==> config.mk <==
export PLATFORM = sky130hd
export DESIGN_NAME = teletext_acq_store
export DESIGN_NICKNAME = d
export VERILOG_FILES = /design/src/design/teletext_acq_pkg.sv /design/src/design/hamming_decoder.sv /design/src/design/teletext_acq_store.sv
export SDC_FILE = /design/constraint.sdc
export NUM_CORES = 1
export LEC_CHECK = 0
export BUFFER_PORTS_ARGS = -buffer_cell sky130_fd_sc_hd__buf_2
export CAP_MARGIN = 20
export CORE_MARGIN = 2
export CORE_UTILIZATION = 35
export CTS_BUF_LIST = sky130_fd_sc_hd__clkbuf_8
export CTS_CLUSTER_SIZE = 25
export DETAILED_ROUTE_END_ITERATION = 7
export GPL_ROUTABILITY_DRIVEN = 0
export PLACE_DENSITY_LB_ADDON = 0.2
export SLEW_MARGIN = 20
export SYNTH_ARGS = -nofsm -noshare
export SYNTH_HDL_FRONTEND = slang
export SYNTH_SLANG_ARGS = --single-unit
==> constraint.sdc <==
create_clock -name clk_sys -period 5.5 [get_ports clk_sys]
set_input_delay 0.55 -clock clk_sys [delete_from_list [all_inputs] [get_ports clk_sys]]
set_output_delay 0.55 -clock clk_sys [all_outputs]
set_load 0.005 [all_outputs]
==> src/design/teletext_acq_pkg.sv <==
// Constants, types and register map for the teletext acquisition store
// Assumes one core clock; all users import this package.
//
// Notes on behaviour
// - Acquisition buffer is a FIFO with separate write and read pointers.
// - The FIFO holds three bytes.
// - Write-allowed goes high whenever pointers show at least one byte stored.
// - Empty FIFO drops write-allowed; the RAM side then does a read cycle.
// - Storage address toward the RAM side is 14 bits wide.
// - Software loads the address pointer through a high and a low register.
// - Pointer post-increments after each byte stored; it names the next free byte.
// - A backup register holds the address of the current line's first byte.
// - Early line sync reloads the backup address and empties the FIFO.
// - A line longer than 41 bytes keeps only its first 41.
// - After a truncated line, storing resumes only at a valid framing code.
// - A standalone decoder checks Hamming 24/18 groups and 8/4 bytes.
// - After the last 24/18 byte, an 18-bit result and validity bit appear.
// - After an 8/4 byte, a 4-bit result and validity bit appear.
// - Invalid-code flag reads at bit 23 for 24/18, bit 4 for 8/4.
// - The 24-bit word has the fixed protection, data and address bit layout.
// - Six checks are XORs over fixed bit sets of the word.
// - A single-bit error is corrected by complementing the bit at its position.
// - Error position above 23 rejects the group and sets the flag; position zero means no error.

`default_nettype none

package teletext_acq_pkg;

  localparam int              FIFO_DEPTH = 3;
  localparam int              ADDR_W     = 14;
  localparam logic [5:0]      LINE_BYTES = 6'h29;
  localparam logic [ADDR_W-1:0] ADDR_RST = 14'h0000;

  // Register offsets
  localparam logic [3:0] OFF_ADDR_LOW  = 4'h0;
  localparam logic [3:0] OFF_ADDR_HIGH = 4'h1;
  localparam logic [3:0] OFF_HAM_LOW   = 4'h2;
  localparam logic [3:0] OFF_HAM_MID   = 4'h3;
  localparam logic [3:0] OFF_HAM_HIGH  = 4'h4;
  localparam logic [3:0] OFF_STATUS    = 4'h5;

  // Status fields
  localparam int ST_COUNT_LSB = 0;
  localparam int ST_OVERRUN   = 2;
  localparam int ST_LINE_LSB  = 3;
  localparam int ST_HAM_WIDE  = 5;

  // Check masks over the 24-bit word, index 0 is the first check
  localparam logic [5:0][23:0] CHK24_MASK = {
    24'hffffff, 24'h7f8000, 24'h007f80,
    24'h786878, 24'h666666, 24'h555555};
  // 8/4 checks, index 0 is the first equation
  localparam logic [3:0][7:0] CHK8_MASK = {8'hff, 8'h3a, 8'h8e, 8'ha3};
  localparam logic [4:0] POS_MAX = 5'h17;

  typedef enum logic [1:0] {
    LN_IDLE  = 2'b00,
    LN_STORE = 2'b01,
    LN_DONE  = 2'b11
  } lineState_t;

  typedef struct packed {
    logic       wr;
    logic       rd;
    logic [3:0] addr;
    logic [7:0] wdata;
  } regReq_t;

  typedef struct packed {
    logic       valid;
    logic [7:0] data;
  } filtByte_t;

  typedef struct packed {
    logic              writeAllowed;
    logic [ADDR_W-1:0] addr;
    logic [7:0]        data;
  } ramReq_t;

  typedef logic [2:0] fifoPtr_t;

endpackage

`default_nettype wire

==> src/design/hamming_decoder.sv <==
// Combinational Hamming 24/18 and 8/4 checker and corrector
// Assumes the caller registers the results.

`default_nettype none

module hamming_decoder
  import teletext_acq_pkg::*;
(
  input  wire logic [23:0] codeWord,
  output logic      [23:0] result24,
  output logic      [7:0]  result8
);

  logic [5:0]  chk;
  logic [3:0]  chk8;
  logic [4:0]  pos;
  logic [23:0] fix;
  logic        err;
  logic [7:0]  fix8;
  logic        err8;
  logic [2:0]  abc;

  genvar i;
  generate
    for (i = 0; i < 6; i++)
    begin : g_chk
      assign chk[i] = ^(codeWord & CHK24_MASK[i]);
    end
    for (i = 0; i < 4; i++)
    begin : g_chk8
      assign chk8[i] = ^(codeWord[7:0] & CHK8_MASK[i]);
    end
  endgenerate

  // Passing checks read 1, so the position is the inverted checks
  assign pos = ~chk[4:0];

  always_comb
  begin
    fix = codeWord;
    err = 1'b0;
    if (pos != 5'h00)
    begin
      if (chk[5])
        err = 1'b1;
      else if (pos > POS_MAX)
        err = 1'b1;
      else
        fix[5'(pos - 5'h01)] = ~codeWord[5'(pos - 5'h01)];
    end
    // Data bits only; protection bits are dropped
    result24 = {err, 5'h00, fix[22:16], fix[14:8], fix[6:4], fix[2]};
  end

  assign abc = {chk8[0], chk8[1], chk8[2]};

  always_comb
  begin
    fix8 = codeWord[7:0];
    err8 = 1'b0;
    if (chk8[3])
      err8 = (abc != 3'h7);
    else
    begin
      case (abc)
        3'h0:    fix8[1] = ~codeWord[1];
        3'h1:    fix8[7] = ~codeWord[7];
        3'h2:    fix8[5] = ~codeWord[5];
        3'h4:    fix8[3] = ~codeWord[3];
        default: fix8 = codeWord[7:0];
      endcase
    end
    result8 = {3'h0, err8, fix8[7], fix8[5], fix8[3], fix8[1]};
  end

endmodule

`default_nettype wire

==> src/design/teletext_acq_store.sv <==
// Acquisition buffer, storage address generation and Hamming decoder
// Assumes filter, sync and RAM side signals are on clk_sys.
//
// Chosen here: the strobed register port and the register offsets.

`default_nettype none

module teletext_acq_store
  import teletext_acq_pkg::*;
(
  input  wire logic                        clk_sys,
  input  wire logic                        sys_rst,
  input  wire logic                        clkEn,
  input  wire teletext_acq_pkg::regReq_t   regReq,
  output logic      [7:0]                  regRdata,
  input  wire teletext_acq_pkg::filtByte_t filtIn,
  input  wire logic                        framingOk,
  input  wire logic                        lineSync,
  input  wire logic                        vbiActive,
  input  wire logic                        ramSlot,
  output teletext_acq_pkg::ramReq_t        ramReq
);

  import teletext_acq_pkg::*;

  logic [7:0]        fifoMem_r [FIFO_DEPTH];
  fifoPtr_t          wrPtr_r;
  fifoPtr_t          rdPtr_r;
  logic              fifoEmpty;
  logic              fifoFull;
  logic [1:0]        fifoCount;
  logic              accept;
  logic              push;
  logic              pop;
  logic              abort;

  // Address side
  logic [ADDR_W-1:0] addrPtr_r;
  logic [ADDR_W-1:0] backup_r;
  lineState_t        lineState_r;
  logic [5:0]        lineCnt_r;
  logic              overrun_r;

  // Decoder side
  logic [23:0]       hamIn_r;
  logic              hiSeen_r;
  logic              midSeen_r;
  logic              hamWide_r;
  logic [23:0]       hamRes_r;
  logic [23:0]       decIn;
  logic [23:0]       dec24;
  logic [7:0]        dec8;
  logic [7:0]        regRdata_r;
  logic              wrAddrLo;
  logic              wrAddrHi;
  logic              wrHamLo;
  logic              wrHamMid;
  logic              wrHamHi;
  logic              wrStatus;

  // Pointer step with wrap bit
  // Index runs 0 to 2; the top bit flips at each wrap
  function automatic fifoPtr_t ptrNext(input fifoPtr_t p);
    if (p[1:0] == 2'(FIFO_DEPTH - 1))
      ptrNext = {~p[2], 2'h0};
    else
      ptrNext = {p[2], 2'(p[1:0] + 2'h1)};
  endfunction

  // Register decode
  // Unmapped writes match nothing and are ignored
  assign wrAddrLo = regReq.wr && (regReq.addr == OFF_ADDR_LOW);
  assign wrAddrHi = regReq.wr && (regReq.addr == OFF_ADDR_HIGH);
  assign wrHamLo  = regReq.wr && (regReq.addr == OFF_HAM_LOW);
  assign wrHamMid = regReq.wr && (regReq.addr == OFF_HAM_MID);
  assign wrHamHi  = regReq.wr && (regReq.addr == OFF_HAM_HIGH);
  assign wrStatus = regReq.wr && (regReq.addr == OFF_STATUS);

  // Pointer comparison; the wrap bit tells full from empty
  assign fifoEmpty = (wrPtr_r == rdPtr_r);
  assign fifoFull  = (wrPtr_r[1:0] == rdPtr_r[1:0]) && (wrPtr_r[2] != rdPtr_r[2]);

  // Byte count for status and backup
  always_comb
  begin
    if (fifoEmpty)
      fifoCount = 2'h0;
    else if (wrPtr_r[2] == rdPtr_r[2])
      fifoCount = 2'(wrPtr_r[1:0] - rdPtr_r[1:0]);
    else
      fifoCount = 2'(2'(FIFO_DEPTH) + wrPtr_r[1:0] - rdPtr_r[1:0]);
  end

  // Bytes are taken only inside an open line; framing and sync cycles take none
  assign accept = (lineState_r == LN_STORE) && filtIn.valid && vbiActive
                  && !lineSync && !framingOk;
  assign push   = accept && !fifoFull;

  // Short line: sync while the line still lacks bytes
  // Done or idle lines are already closed, so sync there is harmless
  assign abort  = lineSync && (lineState_r == LN_STORE) && (lineCnt_r != 6'h00);

  // Abort wins over a RAM slot in the same cycle
  assign pop    = ramSlot && !fifoEmpty && !abort;

  // FIFO pointers
  always_ff @(posedge clk_sys)
  begin
    if (sys_rst)
    begin
      wrPtr_r <= 3'h0;
      rdPtr_r <= 3'h0;
    end
    else if (clkEn)
    begin
      if (abort)
      begin
        wrPtr_r <= 3'h0;
        rdPtr_r <= 3'h0;
      end
      else
      begin
        if (push)
          wrPtr_r <= ptrNext(wrPtr_r);
        if (pop)
          rdPtr_r <= ptrNext(rdPtr_r);
      end
    end
  end

  // FIFO storage, three entries
  // No reset; empty pointers hide stale entries
  always_ff @(posedge clk_sys)
  begin
    if (clkEn && push)
      fifoMem_r[wrPtr_r[1:0]] <= filtIn.data;
  end

  // Sticky overrun when a byte meets a full buffer
  always_ff @(posedge clk_sys)
  begin
    if (sys_rst)
      overrun_r <= 1'b0;
    else if (clkEn)
    begin
      if (accept && fifoFull)
        overrun_r <= 1'b1;
      else if (wrStatus && regReq.wdata[ST_OVERRUN])
        overrun_r <= 1'b0;
    end
  end

  // Storage address pointer
  // Abort first, then software, then the RAM side
  // Software writes in blanking can race a pop; not guarded
  always_ff @(posedge clk_sys)
  begin
    if (sys_rst)
      addrPtr_r <= ADDR_RST;
    else if (clkEn)
    begin
      if (abort)
        addrPtr_r <= backup_r;
      else if (wrAddrHi)
        addrPtr_r[ADDR_W-1:8] <= regReq.wdata[ADDR_W-9:0];
      else if (wrAddrLo)
        addrPtr_r[7:0] <= regReq.wdata;
      else if (pop)
        addrPtr_r <= 14'(addrPtr_r + 14'h0001);
    end
  end

  // Bytes still queued precede the new line, so skip past them
  // A pop in the same cycle leaves the sum unchanged
  always_ff @(posedge clk_sys)
  begin
    if (sys_rst)
      backup_r <= ADDR_RST;
    else if (clkEn && framingOk)
      backup_r <= 14'(addrPtr_r + {12'h000, fifoCount});
  end

  // Line tracking and truncation
  // Count runs to 41 and then parks in done
  // Sync closes any line; framing always reopens
  always_ff @(posedge clk_sys)
  begin
    if (sys_rst)
    begin
      lineState_r <= LN_IDLE;
      lineCnt_r   <= 6'h00;
    end
    else if (clkEn)
    begin
      if (framingOk)
      begin
        lineState_r <= LN_STORE;
        lineCnt_r   <= 6'h00;
      end
      else if (lineSync)
      begin
        lineState_r <= LN_IDLE;
        lineCnt_r   <= 6'h00;
      end
      else if (accept)
      begin
        lineCnt_r <= 6'(lineCnt_r + 6'h01);
        if (lineCnt_r == 6'(LINE_BYTES - 6'h01))
          lineState_r <= LN_DONE;
      end
    end
  end

  // Hamming input bytes, high and mid first, low last
  always_ff @(posedge clk_sys)
  begin
    if (sys_rst)
    begin
      hamIn_r   <= 24'h000000;
      hiSeen_r  <= 1'b0;
      midSeen_r <= 1'b0;
    end
    else if (clkEn)
    begin
      if (wrHamHi)
      begin
        hamIn_r[23:16] <= regReq.wdata;
        hiSeen_r       <= 1'b1;
      end
      if (wrHamMid)
      begin
        hamIn_r[15:8] <= regReq.wdata;
        midSeen_r     <= 1'b1;
      end
      if (wrHamLo)
      begin
        hamIn_r[7:0] <= regReq.wdata;
        hiSeen_r     <= 1'b0;
        midSeen_r    <= 1'b0;
      end
    end
  end

  // Decode from the low byte being written, so the result is ready next cycle
  assign decIn = wrHamLo ? {hamIn_r[23:8], regReq.wdata} : hamIn_r;

  hamming_decoder u_dec (
    .codeWord (decIn),
    .result24 (dec24),
    .result8  (dec8)
  );

  // Width chosen by whether high and mid were written since the last low
  // Low alone means 8/4
  always_ff @(posedge clk_sys)
  begin
    if (sys_rst)
    begin
      hamRes_r  <= 24'h000000;
      hamWide_r <= 1'b0;
    end
    else if (clkEn && wrHamLo)
    begin
      hamWide_r <= hiSeen_r && midSeen_r;
      if (hiSeen_r && midSeen_r)
        hamRes_r <= dec24;
      else
        hamRes_r <= {16'h0000, dec8};
    end
  end

  // Read data stands one cycle only, zero otherwise
  // Unmapped offsets read zero
  always_ff @(posedge clk_sys)
  begin
    if (sys_rst)
      regRdata_r <= 8'h00;
    else if (clkEn)
    begin
      regRdata_r <= 8'h00;
      if (regReq.rd)
      begin
        case (regReq.addr)
          OFF_ADDR_LOW:  regRdata_r <= addrPtr_r[7:0];
          OFF_ADDR_HIGH: regRdata_r <= {2'h0, addrPtr_r[ADDR_W-1:8]};
          OFF_HAM_LOW:   regRdata_r <= hamRes_r[7:0];
          OFF_HAM_MID:   regRdata_r <= hamRes_r[15:8];
          OFF_HAM_HIGH:  regRdata_r <= hamRes_r[23:16];
          OFF_STATUS:
          begin
            regRdata_r                 <= 8'h00;
            regRdata_r[ST_COUNT_LSB+:2] <= fifoCount;
            regRdata_r[ST_OVERRUN]     <= overrun_r;
            regRdata_r[ST_LINE_LSB+:2] <= lineState_r;
            regRdata_r[ST_HAM_WIDE]    <= hamWide_r;
          end
          default:       regRdata_r <= 8'h00;
        endcase
      end
    end
  end

  assign regRdata = regRdata_r;

  // RAM side; write-allowed is a handshake, address from the pointer flop
  // Data is the head entry, meaningful only while write-allowed is high
  assign ramReq.writeAllowed = !fifoEmpty;
  assign ramReq.addr         = addrPtr_r;
  assign ramReq.data         = fifoMem_r[rdPtr_r[1:0]];

endmodule

`default_nettype wire

==> results.toml, run 1 <==
[finish]
drive_gt1_share_pct = 14.1
layout.area.seq_sq_um = 2700
final_util_pct = 40.0
layout.nets = 962
multi_input_area_sq_um = 4620
diodes = 0
fillCellCount = 2171
syn_to_final_growth_pct = 11.2
design_area_sq_um = 8460

[clock_network]
cts_max_level = 4
hold_buffers = 0
cts-resized-gates = 0
clkSlewWorstSetupHoldPaths_ps = 90
cts_buffers = 17
worstSkewPairLatency_ps = 460
postCtsSetupBuffers = 0
cts_tree = "done"
cts_buffer_depth = 2
cts.sinks = 123
cts_root_buf = "clkbuf_8"

[sta]
worst_hold_slack_ps = 289
fin_crit_ps = 3890
timing.final.max_slew_violations = 0
max_freq_ghz = 0.257
slew_headroom_pct = 31.3
tightest_slew_ps = 1030
hold_viol = 0
tns_ps = 0
timing.final.crit_share_pct = 70.7
finalSetupViolCount = 0
rsz0062_at_grt = "false"
fin_worst_skew_ps = 12.6

[yosys]
synthArstFlopShare_pct = 0
synth_seq_area_share_pct = 35.5
syn-num-nets = 932
ys.flop_type = "dfxtp_1"
netlist_area_sq_um = 7610
yosys_warnings = 0
yosys_register_bits = 123
syn_inst = 894
syn-mean-instance-area_sq_um = 8.51
synth_edf_count = 24
synthDistinctLibCells = 73

[global_route]
grtUsageTotal_pct = 20.0
grt_pass1_wl_mm = 35.0
antenna_found_initial = 0
grt_overflow = 0
grt_pass1_vias = 6111
grt_max_degree = 49

[placed_design]
dp_hpwl_mm = 16.4
io_buffers = 60
post_dp_cell_area_sq_um = 8080

[worst_setup_path]
crit_type = "input pin to register"
critPathMaxFanout = 22
worstPathRequired_ps = 5880
arrival_ps = 4270
startpoint_type = "input pin"
cp-end-kind = "register"

[outcome]
status = "completed"

[floorplan]
die-area_sq_um = 22900
start_util_pct = 36.0
core_sq_um = 21200
io_pins = 61
die_h_microns = 151
std_cell_rows = 53
die_x_microns = 151

[job]
cap_violations = 0

[detailed_routing]
totalWireLength_mm = 22.3
vias_per_cell = 5.51
wire_per_inst_microns = 18.4
ant_nets = 0
drc = 0
drt_iter0_drc = 491
drt_first_pass_iters = 5
vias = 6678

[power]
seqPwrFrac_pct = 48.4
power_density_nw_per_um2 = 228
max-vdd-ir-drop_mv = 0.122
p_sw_share_pct = 31.0
total_leakage_power_uw = 0.00301
power_switching_uw = 599
pwr-share-clk_pct = 40.9
p_int_uw = 1330
power_frac_comb_pct = 10.6
p_total_uw = 1930

[min_path]
hold_path_class = "input pin to register"
[cell usage after synthesis (11+ instances only)]
cell	number	area share (%)
edfxtp_1	24	9.5
inv_1	14	0.69
nand2_1	97	4.8
o21ai_0	44	2.9
dfxtp_1	99	26
a211oi_1	35	3.5
xor2_1	22	2.5
o211ai_1	16	1.6
nor3_1	15	0.99
nor2_1	117	5.8
nand3_1	35	2.3
nand4_1	11	0.90
clkbuf_1	44	2.2
a22oi_1	19	1.9
xnor2_1	43	5.0
or3_1	12	0.99
mux2i_1	48	6.3
a21oi_1	49	3.2
[power by group through the flow]
stage | combinational [uW] | clock, uW | sequential [uW]
global placement | 205 | 0 | 956
finish | 206 | 791 | 935
CTS | 205 | 808 | 935
global route | 225 | 846 | 937
floorplan | 152 | 0 | 952
detailed placement | 205 | 0 | 956
[cells by family after synthesis]
group           count (synthesis)  synth area share [%]
buf+inv                        71                  3.77
simple gates                  343                  21.5
flops                         123                  35.5
mux                            59                  8.88
fa+ha+maj                       8                  1.41
compound gates                212                  18.3
xor+xnor                       78                  10.7
[final cells by class]
cell class,instances,share of cell area [%]
sequential,123,32.0
clock buffer,17,2.77
clock inverter,15,1.70
multi-input combinational,700,54.6
tap,275,4.07
timing repair buffer,68,4.26
inverter,14,0.621
[sequential cells by signal (all words and copies together) (netlist names), named ones only]
register,count
hamRes_r,19
lineState_r,2
fifoMem_r,24
hamWide_r,1
overrun_r,1
rdPtr_r,3
addrPtr_r,14
lineCnt_r,6
regRdata,8
backup_r,14
midSeen_r,1
hiSeen_r,1
hamIn_r,24
wrPtr_r,3
[final timing paths]
path | from | end | slack [ps] | cells after the start
setup reg to reg | hamIn_r[18] | hamRes_r[11] | 1860 | 10
hold reg to reg | hamWide_r | hamWide_r | 450 | 2
hold / removal | filtIn[0] | fifoMem_r[2][0] | 290 | 1
setup / recovery | regReq[9] | hamRes_r[11] | 1610 | 11
[worst max-delay path, stage by stage]
cell      delay, ps
buf_2           320
nor2b_1         600
nand2_2         330
a21oi_1         320
xnor2_2         270
or3_1           470
and3_1          220
nor2_1          310
nand3_1         280
or3_1           440
o211ai_1        150
[cell usage in the layout, fill, tap and decap left out, types with 17 or more instances in the layout]
master	synthesis	layout
nor2_1	117	117
dfxtp_1	99	99
nand2_1	97	97
buf_2	7	60
a21oi_1	49	49
mux2i_1	48	48
o21ai_0	44	44
xnor2_1	43	43
a211oi_1	35	35
nand3_1	35	35
edfxtp_1	24	24
xor2_1	22	22
a22oi_1	19	19
clkbuf_8	0	17
[per-stage QoR]
| step | setup WS (ps) | cells |
|---|---|---|
| floorplan | 2150 | 894 |
| global placement | 1400 | 1180 |
| detailed placement | 1250 | 1180 |
| CTS | 1710 | 1212 |
| global route | 1350 | 1212 |
| finish | 1610 | 1212 |
[layer usage]
metal  wire (microns)  global-route usage, %
met5                0                      0
met4              628                   7.34
met3              875                   3.16
met2            10100                   31.7
met1            10600                   27.6
Note: power is estimated with default switching activity, not from simulation.
==> run 2, diff against run 1 <==
Clock period 5.5 ns to 3.9 ns, I/O delays scaled along.
==> run 2 against run 1 <==
Effect of this change: utilization rose by 1.1 points; global-route usage rose by 0.61 points; combinational power rose by 54%; worst hold slack got worse by 150 ps; cell count rose by 2.2%; flip-flop and latch count did not move; register-to-register slack got worse by 1500 ps; critical path depth fell by 1.
==> results.toml, run 2 (synthesis results as in run 1) <==
[clock_network]
worstSkewPairLatency_ps = 450
clkSlewWorstSetupHoldPaths_ps = 80
cts_max_level = 4
cts-resized-gates = 0
hold_buffers = 0
cts_tree = "done"
postCtsSetupBuffers = 0
cts_root_buf = "clkbuf_8"
cts_buffer_depth = 2
cts_buffers = 17
cts.sinks = 123

[sta]
fin_crit_ps = 3550
tns_ps = 0
slew_headroom_pct = 28.8
max_freq_ghz = 0.282
timing.final.crit_share_pct = 90.9
tightest_slew_ps = 1060
fin_worst_skew_ps = 14.2
finalSetupViolCount = 0
rsz0062_at_grt = "false"
hold_viol = 0
timing.final.max_slew_violations = 0

[detailed_routing]
wire_per_inst_microns = 18.6
totalWireLength_mm = 23.0
ant_nets = 0
drt_iter0_drc = 570
drc = 0
vias_per_cell = 5.41
drt_first_pass_iters = 5
vias = 6700

[finish]
drive_gt1_share_pct = 16.5
syn_to_final_growth_pct = 14.3
layout.area.seq_sq_um = 2700
multi_input_area_sq_um = 4620
final_common_cell = "nor2_1"
fillCellCount = 2142
diodes = 0
layout.nets = 989
final_cell_mix = "117 x nor2_1, 99 x dfxtp_1, 97 x nand2_1"

[min_path]
hold_path_class = "input pin to register"
whs_path_depth = 1
min_from = "filtIn[3]"
whs_endpoint = "fifoMem_r[2][3]"

[global_route]
grt_pass1_vias = 6333
antenna_found_initial = 0
grtUsageTotal_pct = 20.7
grt_overflow = 0
grt_pass1_wl_mm = 36.0
grt_max_degree = 38

[worst_setup_path]
crit_type = "register to register"
r2r_start = "hamIn_r[9]"
critPathMaxFanout = 9
startpoint_type = "register"
r2r_cells = 10
cp-end-kind = "register"
arrival_ps = 3890
r2r_slack_ps = 350
reg2reg_to = "hamRes_r[4]"
worstPathRequired_ps = 4240

[placed_design]
dp_hpwl_mm = 17.2
io_buffers = 60

[floorplan]
core_sq_um = 21200
start_util_pct = 36.0
die-area_sq_um = 22900
io_pins = 61
std_cell_rows = 53
die_x_microns = 151
die_h_microns = 151

[power]
p_total_uw = 2840
total_leakage_power_uw = 0.00316
power_density_nw_per_um2 = 327
max-vdd-ir-drop_mv = 0.192

[outcome]
status = "completed"

[job]
cap_violations = 0
-- run 2: area by class of cell --
class	instances	area share, %
multi-input cells	700	53.1
flip-flops and latches	123	31.1
repair buffers	95	6.48
well taps	275	3.96
clock buffers	17	2.69
clock inverters	15	2.03
inverters	14	0.605
-- run 2: worst max-delay path by stage --
stage / from / to / slack [ps] / depth (start not counted)
after floorplan: regReq[11] / hamRes_r[4] / 710 / 13
after global routing: hamIn_r[14] / hamRes_r[11] / 100 / 9
after detailed placement: regReq[10] / hamRes_r[4] / 210 / 11
after CTS: hamIn_r[22] / hamRes_r[4] / 360 / 10
final: hamIn_r[9] / hamRes_r[4] / 350 / 10
after global placement: regReq[10] / hamRes_r[4] / 300 / 11
-- run 2: critical path, cell delays in order (launching register included) --
cell       delay, ps
dfxtp_1          490
xor2_1           270
xnor2_2          140
xnor2_1          580
xnor2_2          280
xnor2_2          350
mux4_2           540
o21ai_1          130
a211o_1          200
mux2i_1          120
a2111oi_2        350
-- run 2: layer usage --
metal / part of all wire [%] / vias to the layer above / wire [microns] / global-route usage [%]
met4: 2.1 / 0 / 486 / 6.21
met1: 47 / 3121 / 10800 / 27.4
met2: 46 / 186 / 10600 / 33.7
li1: - / 3359 / - / -
met5: 0 / - / 0 / 0
met3: 5.1 / 34 / 1170 / 4.46
-- run 2: stage by stage --
stage | hold slack (ps) | setup WS, ps | std cells | utilization (%) | cell area (sq um)
2_1_floorplan | 421 | 714 | 894 | - | 7610
3_3_place_gp | 434 | 296 | 1207 | 39.1 | 8280
3_5_place_dp | 441 | 207 | 1207 | 39.1 | 8280
4_1_cts | 111 | 355 | 1239 | 41.1 | 8690
5_1_grt | 107 | 102 | 1239 | 41.1 | 8690
6_report | 138 | 354 | 1239 | 41.1 | 8690
-- run 2: power breakdown --
part           internal [uW]  switching [uW]  total (uW)  leakage, uW
Sequential              1310            13.0        1320      0.00102
Clock                    593             611        1200     0.000208
Combinational            115             202         318      0.00193
